`src/rtl/gpr_pkg.sv`:
```
// shared constants, types and remap table for the five-port pin bank
`default_nettype none
package gpr_pkg;
  // ---------------------------------------------------------------
  // geometry and address map
  // ---------------------------------------------------------------
  localparam int          GPR_PORTS   = 5;
  localparam int          GPR_PINS    = 16;
  localparam int          GPR_AF      = 14;
  localparam int          SLOT_W      = 4;
  localparam int          SLOTS_REG   = 8;
  localparam int          PORT_LSB    = 10;
  localparam int          PORT_W      = 3;
  localparam int          OFF_W       = 10;
  localparam int          HALF_W      = 16;
  localparam logic [31:0] GPR_BASE    = 32'h4001_0800;
  localparam logic [31:0] GPR_SPAN    = 32'h0000_1400;
  localparam logic [9:0]  OFF_CFG_LO  = 10'h000;
  localparam logic [9:0]  OFF_CFG_HI  = 10'h004;
  localparam logic [9:0]  OFF_IN      = 10'h008;
  localparam logic [9:0]  OFF_LATCH   = 10'h00c;
  localparam logic [9:0]  OFF_BSC     = 10'h010;
  // ---------------------------------------------------------------
  // reset values and field codes
  // ---------------------------------------------------------------
  localparam logic [31:0] CFG_RESET   = 32'h4444_4444;
  localparam logic [15:0] LATCH_RESET = 16'h0000;
  localparam logic [1:0]  MODE_INPUT  = 2'h0;
  localparam logic [1:0]  CFG_ANALOG  = 2'h0;
  localparam logic [1:0]  CFG_FLOAT   = 2'h1;
  localparam logic [1:0]  CFG_PULL    = 2'h2;
  localparam logic [1:0]  CFG_AF_OD   = 2'h3;
  localparam int          CFG_OD_BIT  = 0;
  localparam int          CFG_AF_BIT  = 1;
  localparam logic [1:0]  CAN0_NONE   = 2'h0;
  localparam logic [1:0]  CAN0_PART   = 2'h2;
  localparam logic [1:0]  CAN0_FULL   = 2'h3;
  localparam logic [2:0]  PA = 3'h0, PB = 3'h1, PC = 3'h2, PD = 3'h3;
  localparam int          PORT_C      = 2;
  localparam int          PORT_D      = 3;
  localparam logic [15:0] LS_OSC_MASK = 16'hc000;
  localparam logic [15:0] HS_OSC_MASK = 16'h0003;
  localparam logic [3:0]  AF_I2C_SCL  = 4'h0;
  localparam logic        AF_IDLE_LVL = 1'b1;

  typedef enum logic [1:0] {GPR_IDLE = 2'b01, GPR_ACK = 2'b10} gpr_bus_st_t;

  typedef struct packed {
    logic       first_i2c_remap_select;
    logic       first_spi_remap_select;
    logic       third_spi_remap_select;
    logic [1:0] first_can_remap_select;
    logic       second_can_remap_select;
  } gpr_remap_t;

  typedef struct packed {
    logic [15:0]      out;
    logic [15:0]      oe;
    logic [15:0]      ie;
    logic [15:0]      pull_en;
    logic [15:0]      pull_up;
    logic [15:0][1:0] speed;
  } gpr_pad_t;

  typedef struct packed {
    logic       valid;
    logic [2:0] port;
    logic [3:0] pin;
  } gpr_loc_t;

  function automatic gpr_loc_t loc(input logic [2:0] p, input logic [3:0] n);
    return '{1'b1, p, n};
  endfunction : loc

  // af signal order: i2c scl,sda | spi0 nss,sck,miso,mosi | spi2 same | can0 rx,tx | can1 rx,tx
  function automatic gpr_loc_t gpr_af_loc(input logic [3:0] s, input gpr_remap_t r);
    logic i, a, b, c;
    logic [1:0] k;
    i = r.first_i2c_remap_select;
    a = r.first_spi_remap_select;
    b = r.third_spi_remap_select;
    c = r.second_can_remap_select;
    k = r.first_can_remap_select;
    case (s)
      4'h0: return i ? loc(PB, 4'h8) : loc(PB, 4'h6);
      4'h1: return i ? loc(PB, 4'h9) : loc(PB, 4'h7);
      4'h2: return a ? loc(PA, 4'hf) : loc(PA, 4'h4);
      4'h3: return a ? loc(PB, 4'h3) : loc(PA, 4'h5);
      4'h4: return a ? loc(PB, 4'h4) : loc(PA, 4'h6);
      4'h5: return a ? loc(PB, 4'h5) : loc(PA, 4'h7);
      4'h6: return b ? loc(PA, 4'h4) : loc(PA, 4'hf);
      4'h7: return b ? loc(PC, 4'ha) : loc(PB, 4'h3);
      4'h8: return b ? loc(PC, 4'hb) : loc(PB, 4'h4);
      4'h9: return b ? loc(PC, 4'hc) : loc(PB, 4'h5);
      4'ha: return k == CAN0_NONE ? loc(PA, 4'hb) : k == CAN0_PART ? loc(PB, 4'h8) :
                   k == CAN0_FULL ? loc(PD, 4'h0) : '0;
      4'hb: return k == CAN0_NONE ? loc(PA, 4'hc) : k == CAN0_PART ? loc(PB, 4'h9) :
                   k == CAN0_FULL ? loc(PD, 4'h1) : '0;
      4'hc: return c ? loc(PB, 4'h5) : loc(PB, 4'hc);
      4'hd: return c ? loc(PB, 4'h6) : loc(PB, 4'hd);
      default: return '0;
    endcase
  endfunction : gpr_af_loc
endpackage : gpr_pkg
`default_nettype wire

```
`src/rtl/gpr_port_bank.sv`:
```
// five sixteen-pin general purpose ports with peripheral pin remapping
`default_nettype none
// Functional notes
// RULE_01 - pins 0-7: 4-bit slots, mode low, config high
// RULE_02 - pins 8-15 same layout at offset 0x04
// RULE_03 - both config registers reset to 0x44444444
// RULE_04 - mode 00 input, else output speed grade
// RULE_05 - input config: analog, floating, pull, reserved
// RULE_06 - output config: gpio/peripheral, push-pull/open-drain
// RULE_07 - input level register at 0x08, pin levels
// RULE_08 - input level upper half reads zero
// RULE_09 - output latch at 0x0C, resets to zero
// RULE_10 - set half of 0x10 sets latch bits
// RULE_11 - clear half of 0x10 clears latch bits
// RULE_12 - software uses only full word accesses
// RULE_13 - five ports, 0x400 apart from 0x40010800
// RULE_14 - low-speed oscillator takes port C 14/15
// RULE_15 - power loss forces port C 14/15 analog
// RULE_16 - high-speed oscillator takes port D 0/1
// RULE_17 - i2c remap: PB6/PB7 or PB8/PB9
// RULE_18 - first spi remap: PA4-7 or PA15,PB3-5
// RULE_19 - third spi remap: PA15,PB3-5 or PA4,PC10-12
// RULE_20 - first can remap: PA11/12, PB8/9, PD0/1
// RULE_21 - second can remap: PB12/13 or PB5/6
// RULE_22 - latch reads written value, input sampled each cycle
// RULE_23 - analog pin reads 0, no drive, no input
// RULE_24 - simultaneous set and clear: set wins
// RULE_25 - reserved bits ignore writes, read zero
module gpr_port_bank
  import gpr_pkg::*;
(
  input  wire logic                             core_clk,
  input  wire logic                             rst,
  input  wire logic                             psel,
  input  wire logic                             penable,
  input  wire logic                             pwrite,
  input  wire logic [31:0]                      paddr,
  input  wire logic [31:0]                      pwdata,
  output var  logic [31:0]                      prdata_q,
  output var  logic                             pready_q,
  output var  logic                             pslverr_q,
  input  wire logic [GPR_PORTS-1:0][GPR_PINS-1:0] pin_in,
  output var  gpr_pad_t [GPR_PORTS-1:0]         pad_q,
  input  wire gpr_remap_t                       remap,
  input  wire logic                             low_speed_crystal_osc_en,
  input  wire logic                             high_speed_crystal_osc_en,
  input  wire logic                             core_domain_off,
  input  wire logic                             battery_supply_active,
  input  wire logic [GPR_AF-1:0]                af_out,
  input  wire logic [GPR_AF-1:0]                af_oe,
  output var  logic [GPR_AF-1:0]                af_in_q
);
  // ---------------------------------------------------------------
  // storage
  // ---------------------------------------------------------------
  logic [31:0]       cfg_lo_q [GPR_PORTS];
  logic [31:0]       cfg_hi_q [GPR_PORTS];
  logic [15:0]       latch_q  [GPR_PORTS];
  logic [15:0]       in_q     [GPR_PORTS];
  logic [15:0]       blind    [GPR_PORTS];
  logic [15:0]       af_val   [GPR_PORTS];
  logic [15:0]       af_en    [GPR_PORTS];
  gpr_pad_t          pad_d    [GPR_PORTS];
  gpr_bus_st_t       st_q;
  logic [31:0]       rel;
  logic [PORT_W-1:0] sel_port;
  logic [OFF_W-1:0]  sel_off;
  logic              reg_hit;
  logic              wr_fire;
  logic [31:0]       rd_data;

  function automatic logic [3:0] slot_of(input logic [31:0] lo, input logic [31:0] hi,
                                         input int n);
    logic [31:0] w;
    w = (n < SLOTS_REG) ? lo : hi;
    return w[(n % SLOTS_REG)*SLOT_W +: SLOT_W];
  endfunction : slot_of

  // ---------------------------------------------------------------
  // address decode
  // ---------------------------------------------------------------
  always_comb begin
    rel      = paddr - GPR_BASE;
    sel_port = rel[PORT_LSB +: PORT_W];
    sel_off  = rel[OFF_W-1:0];
    reg_hit  = 1'b0;
    rd_data  = '0;
    if (paddr < GPR_BASE || rel >= GPR_SPAN) begin // [RULE_13]
      reg_hit = 1'b0;
    end else if (sel_off == OFF_CFG_LO) begin // [RULE_01]
      reg_hit = 1'b1;
      rd_data = cfg_lo_q[sel_port];
    end else if (sel_off == OFF_CFG_HI) begin // [RULE_02]
      reg_hit = 1'b1;
      rd_data = cfg_hi_q[sel_port];
    end else if (sel_off == OFF_IN) begin // [RULE_07] [RULE_08]
      reg_hit = 1'b1;
      rd_data = {{HALF_W{1'b0}}, in_q[sel_port]};
    end else if (sel_off == OFF_LATCH) begin // [RULE_09] [RULE_22] [RULE_25]
      reg_hit = 1'b1;
      rd_data = {{HALF_W{1'b0}}, latch_q[sel_port]};
    end else if (sel_off == OFF_BSC) begin
      // write-only register reads as zero
      reg_hit = 1'b1;
    end
  end

  // only whole-word accesses exist on this bus, so no lane handling [RULE_12]
  assign wr_fire = (st_q == GPR_ACK) && psel && penable && pwrite && reg_hit;

  // ---------------------------------------------------------------
  // bus handshake: one wait-free access phase, data from a flop
  // ---------------------------------------------------------------
  always_ff @(posedge core_clk) begin
    if (rst) begin
      st_q      <= GPR_IDLE;
      pready_q  <= 1'b0;
      pslverr_q <= 1'b0;
      prdata_q  <= '0;
    end else begin
      case (st_q)
        GPR_IDLE: begin
          if (psel && !penable) begin
            st_q      <= GPR_ACK;
            pready_q  <= 1'b1;
            pslverr_q <= !reg_hit;
            prdata_q  <= pwrite ? '0 : rd_data;
          end
        end
        GPR_ACK: begin
          st_q      <= GPR_IDLE;
          pready_q  <= 1'b0;
          pslverr_q <= 1'b0;
        end
        default: begin
          st_q     <= GPR_IDLE;
          pready_q <= 1'b0;
        end
      endcase
    end
  end

  // ---------------------------------------------------------------
  // configuration registers
  // ---------------------------------------------------------------
  always_ff @(posedge core_clk) begin
    for (int p = 0; p < GPR_PORTS; p++) begin
      if (rst) begin
        cfg_lo_q[p] <= CFG_RESET; // [RULE_03]
        cfg_hi_q[p] <= CFG_RESET;
      end else if (wr_fire && sel_port == PORT_W'(p)) begin
        if (sel_off == OFF_CFG_LO) begin
          cfg_lo_q[p] <= pwdata; // [RULE_01]
        end
        if (sel_off == OFF_CFG_HI) begin
          cfg_hi_q[p] <= pwdata; // [RULE_02]
        end
      end
    end
  end

  // ---------------------------------------------------------------
  // output latch with atomic set/clear
  // ---------------------------------------------------------------
  always_ff @(posedge core_clk) begin
    for (int p = 0; p < GPR_PORTS; p++) begin
      if (rst) begin
        latch_q[p] <= LATCH_RESET; // [RULE_09]
      end else if (wr_fire && sel_port == PORT_W'(p)) begin
        if (sel_off == OFF_LATCH) begin
          latch_q[p] <= pwdata[HALF_W-1:0]; // [RULE_25]
        end else if (sel_off == OFF_BSC) begin
          // set applied after clear so it wins a double request
          latch_q[p] <= (latch_q[p] & ~pwdata[31:HALF_W]) // [RULE_11]
                        | pwdata[HALF_W-1:0]; // [RULE_10] [RULE_24]
        end
      end
    end
  end

  // ---------------------------------------------------------------
  // input sampling, every cycle
  // ---------------------------------------------------------------
  always_ff @(posedge core_clk) begin
    for (int p = 0; p < GPR_PORTS; p++) begin
      if (rst) begin
        in_q[p] <= '0;
      end else begin
        in_q[p] <= pin_in[p] & ~blind[p]; // [RULE_07] [RULE_22] [RULE_23]
      end
    end
  end

  // ---------------------------------------------------------------
  // peripheral routing
  // ---------------------------------------------------------------
  // overlapping selections (e.g. both spi units on one pin) resolve to the
  // higher signal index; software must avoid them
  always_comb begin
    gpr_loc_t l;
    l = '0;
    for (int p = 0; p < GPR_PORTS; p++) begin
      af_val[p] = '0;
      af_en[p]  = '0;
    end
    for (int s = 0; s < GPR_AF; s++) begin
      l = gpr_af_loc(4'(s), remap); // [RULE_17] [RULE_18] [RULE_19] [RULE_20] [RULE_21]
      if (l.valid) begin
        af_val[l.port][l.pin] = af_out[s];
        af_en[l.port][l.pin]  = af_oe[s];
      end
    end
  end

  always_ff @(posedge core_clk) begin
    for (int s = 0; s < GPR_AF; s++) begin
      gpr_loc_t l;
      l = gpr_af_loc(4'(s), remap);
      if (rst) begin
        af_in_q[s] <= AF_IDLE_LVL;
      end else begin
        af_in_q[s] <= l.valid ? pin_in[l.port][l.pin] : AF_IDLE_LVL; // [RULE_17]
      end
    end
  end

  // ---------------------------------------------------------------
  // pad control
  // ---------------------------------------------------------------
  always_comb begin
    logic [3:0]  slot;
    logic [1:0]  md;
    logic [1:0]  cf;
    logic [15:0] ovr;
    logic        ana;
    logic        src;
    logic        en;
    slot = '0;
    md   = '0;
    cf   = '0;
    ovr  = '0;
    ana  = 1'b0;
    src  = 1'b0;
    en   = 1'b0;
    for (int p = 0; p < GPR_PORTS; p++) begin
      pad_d[p] = '0;
      blind[p] = '0;
      ovr      = '0;
      if (p == PORT_C && (low_speed_crystal_osc_en || core_domain_off
                          || battery_supply_active)) begin
        ovr = LS_OSC_MASK; // [RULE_14] [RULE_15]
      end
      if (p == PORT_D && high_speed_crystal_osc_en) begin
        ovr = HS_OSC_MASK; // [RULE_16]
      end
      for (int n = 0; n < GPR_PINS; n++) begin
        slot = slot_of(cfg_lo_q[p], cfg_hi_q[p], n); // [RULE_01] [RULE_02]
        md   = slot[1:0];
        cf   = slot[3:2];
        ana  = ovr[n] || (md == MODE_INPUT && cf == CFG_ANALOG); // [RULE_05] [RULE_23]
        src  = cf[CFG_AF_BIT] ? af_val[p][n] : latch_q[p][n]; // [RULE_06]
        en   = cf[CFG_AF_BIT] ? af_en[p][n] : 1'b1;
        blind[p][n]  = ana;
        pad_d[p].ie[n] = !ana;
        if (md != MODE_INPUT && !ovr[n]) begin // [RULE_04]
          pad_d[p].speed[n] = md;
          if (cf[CFG_OD_BIT]) begin
            pad_d[p].out[n] = 1'b0;
            pad_d[p].oe[n]  = en && !src;
          end else begin
            pad_d[p].out[n] = src;
            pad_d[p].oe[n]  = en;
          end
        end else if (md == MODE_INPUT && cf == CFG_PULL && !ovr[n]) begin // [RULE_05]
          // pull direction follows the latch bit
          pad_d[p].pull_en[n] = 1'b1;
          pad_d[p].pull_up[n] = latch_q[p][n];
        end
      end
    end
  end

  always_ff @(posedge core_clk) begin
    for (int p = 0; p < GPR_PORTS; p++) begin
      if (rst) begin
        pad_q[p] <= '0;
      end else begin
        pad_q[p] <= pad_d[p];
      end
    end
  end

  // ---------------------------------------------------------------
  // checks
  // ---------------------------------------------------------------
  AST_CFG_RESET: assert property (@(posedge core_clk) // [RULE_03]
    $fell(rst) |-> cfg_lo_q[PORT_C] == CFG_RESET && cfg_hi_q[PORT_D] == CFG_RESET)
    else $error("config register not at reset value");
  AST_SET_BITS: assert property (@(posedge core_clk) disable iff (rst) // [RULE_10]
    wr_fire && sel_port == PB && sel_off == OFF_BSC
    |=> (latch_q[PB] & $past(pwdata[HALF_W-1:0])) == $past(pwdata[HALF_W-1:0]))
    else $error("set request did not set latch");
  AST_CLR_BITS: assert property (@(posedge core_clk) disable iff (rst) // [RULE_11]
    wr_fire && sel_port == PB && sel_off == OFF_BSC
    |=> (latch_q[PB] & $past(pwdata[31:HALF_W] & ~pwdata[HALF_W-1:0])) == '0)
    else $error("clear request did not clear latch");
  AST_UNTOUCHED: assert property (@(posedge core_clk) disable iff (rst) // [RULE_10] [RULE_11]
    wr_fire && sel_port == PB && sel_off == OFF_BSC
    |=> ((latch_q[PB] ^ $past(latch_q[PB])) & ~$past(pwdata[31:HALF_W] | pwdata[HALF_W-1:0]))
        == '0)
    else $error("latch bit changed without request");
  AST_INPUT_SAMPLE: assert property (@(posedge core_clk) disable iff (rst) // [RULE_22]
    !(low_speed_crystal_osc_en || core_domain_off || battery_supply_active)
    && cfg_hi_q[PORT_C][31:28] != '0 ##1 !rst
    |-> in_q[PORT_C][15] == $past(pin_in[PORT_C][15]))
    else $error("input level not sampled");
  AST_ANALOG_ZERO: assert property (@(posedge core_clk) disable iff (rst) // [RULE_23]
    cfg_lo_q[PB][19:16] == '0 |=> !in_q[PB][4] && !pad_q[PB].oe[4] && !pad_q[PB].ie[4])
    else $error("analog pin not isolated");
  AST_READ_UPPER: assert property (@(posedge core_clk) disable iff (rst) // [RULE_08]
    st_q == GPR_IDLE && psel && !penable && !pwrite && reg_hit && sel_off == OFF_IN
    |=> pready_q && prdata_q[31:HALF_W] == '0)
    else $error("input level upper half not zero");
  AST_LS_OSC: assert property (@(posedge core_clk) disable iff (rst) // [RULE_14] [RULE_15]
    low_speed_crystal_osc_en || core_domain_off || battery_supply_active
    |=> pad_q[PORT_C].oe[15:14] == '0 && in_q[PORT_C][15:14] == '0)
    else $error("low-speed oscillator pins not released");
  AST_HS_OSC: assert property (@(posedge core_clk) disable iff (rst) // [RULE_16]
    high_speed_crystal_osc_en |=> pad_q[PORT_D].oe[1:0] == '0)
    else $error("high-speed oscillator pins still driven");
  AST_OPEN_DRAIN: assert property (@(posedge core_clk) disable iff (rst) // [RULE_06]
    cfg_lo_q[PB][7:4] == {CFG_FLOAT, 2'h3}
    |=> !pad_q[PB].out[1] && pad_q[PB].oe[1] == !$past(latch_q[PB][1]))
    else $error("open-drain drive wrong");
  AST_PUSH_PULL: assert property (@(posedge core_clk) disable iff (rst) // [RULE_04]
    cfg_lo_q[PB][3:2] == CFG_ANALOG && cfg_lo_q[PB][1:0] != MODE_INPUT
    |=> pad_q[PB].oe[0] && pad_q[PB].out[0] == $past(latch_q[PB][0])
        && pad_q[PB].speed[0] == $past(cfg_lo_q[PB][1:0]))
    else $error("push-pull drive wrong");
  AST_I2C_REMAP: assert property (@(posedge core_clk) disable iff (rst) // [RULE_17]
    remap.first_i2c_remap_select |=> af_in_q[AF_I2C_SCL] == $past(pin_in[PB][8]))
    else $error("i2c clock not routed to remapped pin");
endmodule : gpr_port_bank
`default_nettype wire

```
`config.mk`:
```
export PLATFORM = sky130hd
export DESIGN_NAME = gpr_port_bank
export DESIGN_NICKNAME = d
export VERILOG_FILES = /design/src/rtl/gpr_pkg.sv /design/src/rtl/gpr_port_bank.sv
export SDC_FILE = /design/constraint.sdc
export NUM_CORES = 2
export LEC_CHECK = 0
export ABC_AREA = 1
export BUFFER_PORTS_ARGS = -buffer_cell sky130_fd_sc_hd__buf_2
export CORE_AREA = 2 2 309 311
export CTS_CLUSTER_SIZE = 10
export DETAILED_ROUTE_END_ITERATION = 10
export DIE_AREA = 0 0 311 313
export PLACE_DENSITY_LB_ADDON = 0.1
export SLEW_MARGIN = 30
export SYNTH_ARGS = -nofsm -noshare
export SYNTH_HDL_FRONTEND = slang
export SYNTH_SLANG_ARGS = --single-unit
```
`constraint.sdc`:
```
create_clock -name core_clk -period 3.8 [get_ports core_clk]
set_input_delay 0.95 -clock core_clk [delete_from_list [all_inputs] [get_ports core_clk]]
set_output_delay 0.95 -clock core_clk [all_outputs]
set_load 0.01 [all_outputs]
```
==> results.env <==
SYNTH.MUX.AREA_FRACTION=0
AREA_DELTA_SYNTH_FINAL_PCT=25.49
SYNTH_TOP_FAMILY_BY_AREA='simple AND/OR/NAND/NOR gates'
GRT.TOTAL_USAGE=0.3858
ROUTE.DETAILED.WL_PER_INST_UM=28.07
FULL_DIE_AREA_MM2=0.09734
ANTENNA_VIOLATING_NETS_POST_ROUTE=0
WORST_SETUP_PATH_ENDPOINT='cfg_lo_q[4][28]'
POWER_PER_CELL_AREA_mW_PER_MM2=502.2
FINAL-SETUP-VIOL-COUNT=0
SYNTH_CELLS=4583
FILLERINSTANCES=8874
WORST-SETUP-PATH-TYPE='in2reg'
DIEHEIGHT_UM=313
SETUP_TOTAL_NEGATIVE_SLACK_NS=0
FINAL_NETS=5707
SYNTH_SIMPLE_GATE_AREA_SHARE=0.2240
REG2REG_TO='cfg_lo_q[4][28]'
DRC=0
YOSYSSEQAREASHARE=0.6206
POSTCTSSETUPBUFFERS=0
TOTALWIRELENGTH_MM=193.3
CLOCKBUFFERDEPTH=3
MAXSLEWVIOLCOUNT=0
LEAKAGEPOWER_nW=23.39
YOSYS.AREA_SHARE.ADDER=0.0003009
SYNTH.LIB_CELLS_USED.DISTINCT=45
GP_ROUTABILITY_CONGESTION=0.9803
REG2REGPATHDEPTH=10
GRT_PASS1_WL_MM=267.0
POSTSYNTHREGISTERBITS=1089
RSZ_0062_RAISED_AFTER_GLOBAL_ROUTING='false'
CORE-AREA_MM2=0.09416
RELSLEWSLACK=0.2383
GRT_PASS1_VIAS=37065
SYNTH_LARGEST_TYPE_AREA_FRACTION=0.3317
DRT_PASS1_ITERATIONS=6
IO_BUFFERS=794
CP_MAX_FANOUT=32
YOSYS_WARNINGS=0
CTS_MADE_BUFFERS=130
SYN_AREA_MM2=0.04158
CTS_MAX_LEVEL=4
DR.FIRST_ITER.DRC_COUNT=4745
TIMING_HOLD_VIOLATIONS_FINAL=0
MIN_FROM='pin_in[29]'
SYNTH_MOST_COMMON_CELL='sky130_fd_sc_hd__nor2_1'
CLOCK_LATENCY_NS=0.75
R2R_SETUP_SLACK_NS=1.61
SYNTHTOPCELLSBYCOUNT='sky130_fd_sc_hd__nor2_1 (960), sky130_fd_sc_hd__nand2_1 (695), sky130_fd_sc_hd__dfxtp_1 (689), sky130_fd_sc_hd__inv_1 (519), sky130_fd_sc_hd__edfxtp_1 (400)'
STARTING_DENSITY=0.4416
HOLD_WS_NS=0.4232
R2R_START='pready_q'
SYNTH.LARGEST_AREA_CELL='sky130_fd_sc_hd__dfxtp_1'
TIMING.CLOCK.SKEW_NS=0.02656
CHIPWIDTH_UM=311
ANTENNA_VIOLATIONS_BEFORE_REPAIR=16
VDD.IR_DROP.WORST_mV=0.3908
DETAIL_ROUTE.VIAS_PER_CELL=5.566
CLOCK-SINKS=1089
SYNTH.AREA.TOP_CELLS='sky130_fd_sc_hd__dfxtp_1 (33%), sky130_fd_sc_hd__edfxtp_1 (29%), sky130_fd_sc_hd__nor2_1 (8.7%)'
FP-ROW-COUNT=113
HOLDPATHSTAGES=3
OUTCOME='completed'
ROOT_BUFFER='sky130_fd_sc_hd__clkbuf_16'
TOTAL_OF_CELLS_RESIZED_AFTER_CLOCK_TREE_SYNTHESIS=0
CRITPATHREQUIREDTIME_NS=4.22
DETAILED_PLACE_HPWL_MM=148.2
END_KIND='flip-flop'
HOLD_BUFFERS=0
WORST_SLEW_PIN_SLEW_NS=1.132
SYNTH_ENABLE_FLOP_CELLS=400
IO-PIN-COUNT=795
POST_SYNTH_XOR_AREA_FRACTION=0
MIN_PATH_TYPE='in2reg'
GLOBALROUTE.TOTALOVERFLOW=0
FINAL_WORST_PATH_PERIOD_SHARE=0.7522
YOSYS_MOST_USED_DFF='sky130_fd_sc_hd__dfxtp_1'
NUM_VIAS=38318
CRITICAL_PATH.STARTPOINT='paddr[11]'
DRIVE_GT1_FRAC=0.2158
CLK_TRANSITION_REPORTED_PATHS_NS=0.06
CAP_VIOL_MAX_COUNT=0
GRT_MAX_DEGREE=87
ASYNCSETRESETFLOPFRACSYNTH=0
WORSTPATHARRIVAL_NS=3.28
TIMING.CRITICAL_PATH.FROM_TYPE='input port'
AVGSYNTHCELLAREA_UM2=9.073
SYNTH_COMPOUND_GATE_AREA_SHARE=0.08437
PERIOD_NEEDED_NS=2.858
FMAX_GHz=0.3499
SYN_NETS=4771
TRITONCTS='done'
[logic make-up after synthesis]
family                     count (synthesis)
buffers and inverters                    754
adders and majority gates                  1
DFF                                     1089
AOI/OAI and AO/OA                        579
and+or+nand+nor                         2160
[sequential cells by signal, indices dropped and copies added, names as in the netlist]
signal / flops
cfg_hi_q: 160
af_in_q: 14
pad_q: 560
latch_q: 80
st_q: 1
pslverr_q: 1
in_q: 80
pready_q: 1
prdata_q: 32
cfg_lo_q: 160
[per-layer routing]
metal,vias to the layer above,GRT usage,share of wire,wire length (um)
met5,-,0,0.00012,23
met4,4,0.2512,0.072,13820
met3,497,0.08251,0.095,18350
met2,2346,0.6311,0.47,90940
met1,18510,0.4621,0.36,70120
li1,16961,-,-,-
[stage by stage]
step / cells / total power, W / area (um2) / utilization / worst slack, ns
2_1_floorplan: 4583 / 0.01360 / 41580 / - / 0.1006
3_3_place_gp: 6652 / 0.01481 / 48270 / 0.5126 / 0.2183
3_5_place_dp: 6652 / 0.01481 / 48270 / 0.5126 / 0.1928
4_1_cts: 6864 / 0.02619 / 52130 / 0.5536 / 0.9498
5_1_grt: 6869 / 0.02682 / 52140 / 0.5538 / 0.6844
6_report: 6884 / 0.02620 / 52180 / 0.5542 / 0.9417
[critical path: stages]
cell                      delay (ns)
sky130_fd_sc_hd__buf_2          0.11
sky130_fd_sc_hd__inv_2          0.09
sky130_fd_sc_hd__ha_4           0.14
sky130_fd_sc_hd__inv_1          0.05
sky130_fd_sc_hd__nand2_1        0.05
sky130_fd_sc_hd__nand2_1        0.05
sky130_fd_sc_hd__nor2_1         0.09
sky130_fd_sc_hd__nand2_1        0.06
sky130_fd_sc_hd__nor2_1         0.20
sky130_fd_sc_hd__inv_1          0.06
sky130_fd_sc_hd__nor2_1         0.10
sky130_fd_sc_hd__nand3_1        0.07
sky130_fd_sc_hd__nor2_1         0.15
sky130_fd_sc_hd__nand3_2        0.27
sky130_fd_sc_hd__nor3b_4        0.38
sky130_fd_sc_hd__nand2_1        0.08
sky130_fd_sc_hd__nand2_1        0.11
sky130_fd_sc_hd__buf_12         0.24
[cell usage in the layout, fill, tap and decap left out, drive strengths merged, types with 20 or more instances in the layout]
cell type / instances
a211oi: 71
a21oi: 110
buf: 993
clkbuf: 198
clkinv: 46
dfxtp: 689
diode: 20
edfxtp: 400
inv: 531
nand2: 697
nand3: 126
nand3b: 27
nand4: 44
nor2: 978
nor3: 183
nor3b: 77
o2111ai: 29
o211ai: 26
o21ai: 202
o22ai: 97
[report_power, final]
| group | leakage (nW) | internal, W | switching (W) |
|---|---|---|---|
| logic | 12.1 | 0.000559 | 0.00145 |
| registers | 9.48 | 0.0124 | 0.000246 |
| clock network | 1.86 | 0.00672 | 0.00484 |
| total | 23.4 | 0.0197 | 0.00653 |
[how the worst min path moves through the flow]
stage	endpoint	slack, ns
2_1_floorplan	pad_q[432]	0.42
3_3_place_gp	prdata_q[31]	0.44
3_5_place_dp	prdata_q[17]	0.44
4_1_cts	af_in_q[13]	0.40
5_1_grt	af_in_q[12]	0.45
6_report	af_in_q[13]	0.42
[final cells by class]
class,instances,area [um2],share of cell area
Timing Repair Buffer,993,5878,0.1126
Multi-Input combinational cell,2740,12880,0.2468
Tap cell,1265,1583,0.03033
Clock buffer,198,3685,0.07061
Clock inverter,14,177.7,0.003405
Inverter,565,2123,0.04069
Sequential cell,1089,25800,0.4945
Antenna cell,20,50.05,0.0009591
Note: power is estimated with default switching activity, not from simulation.
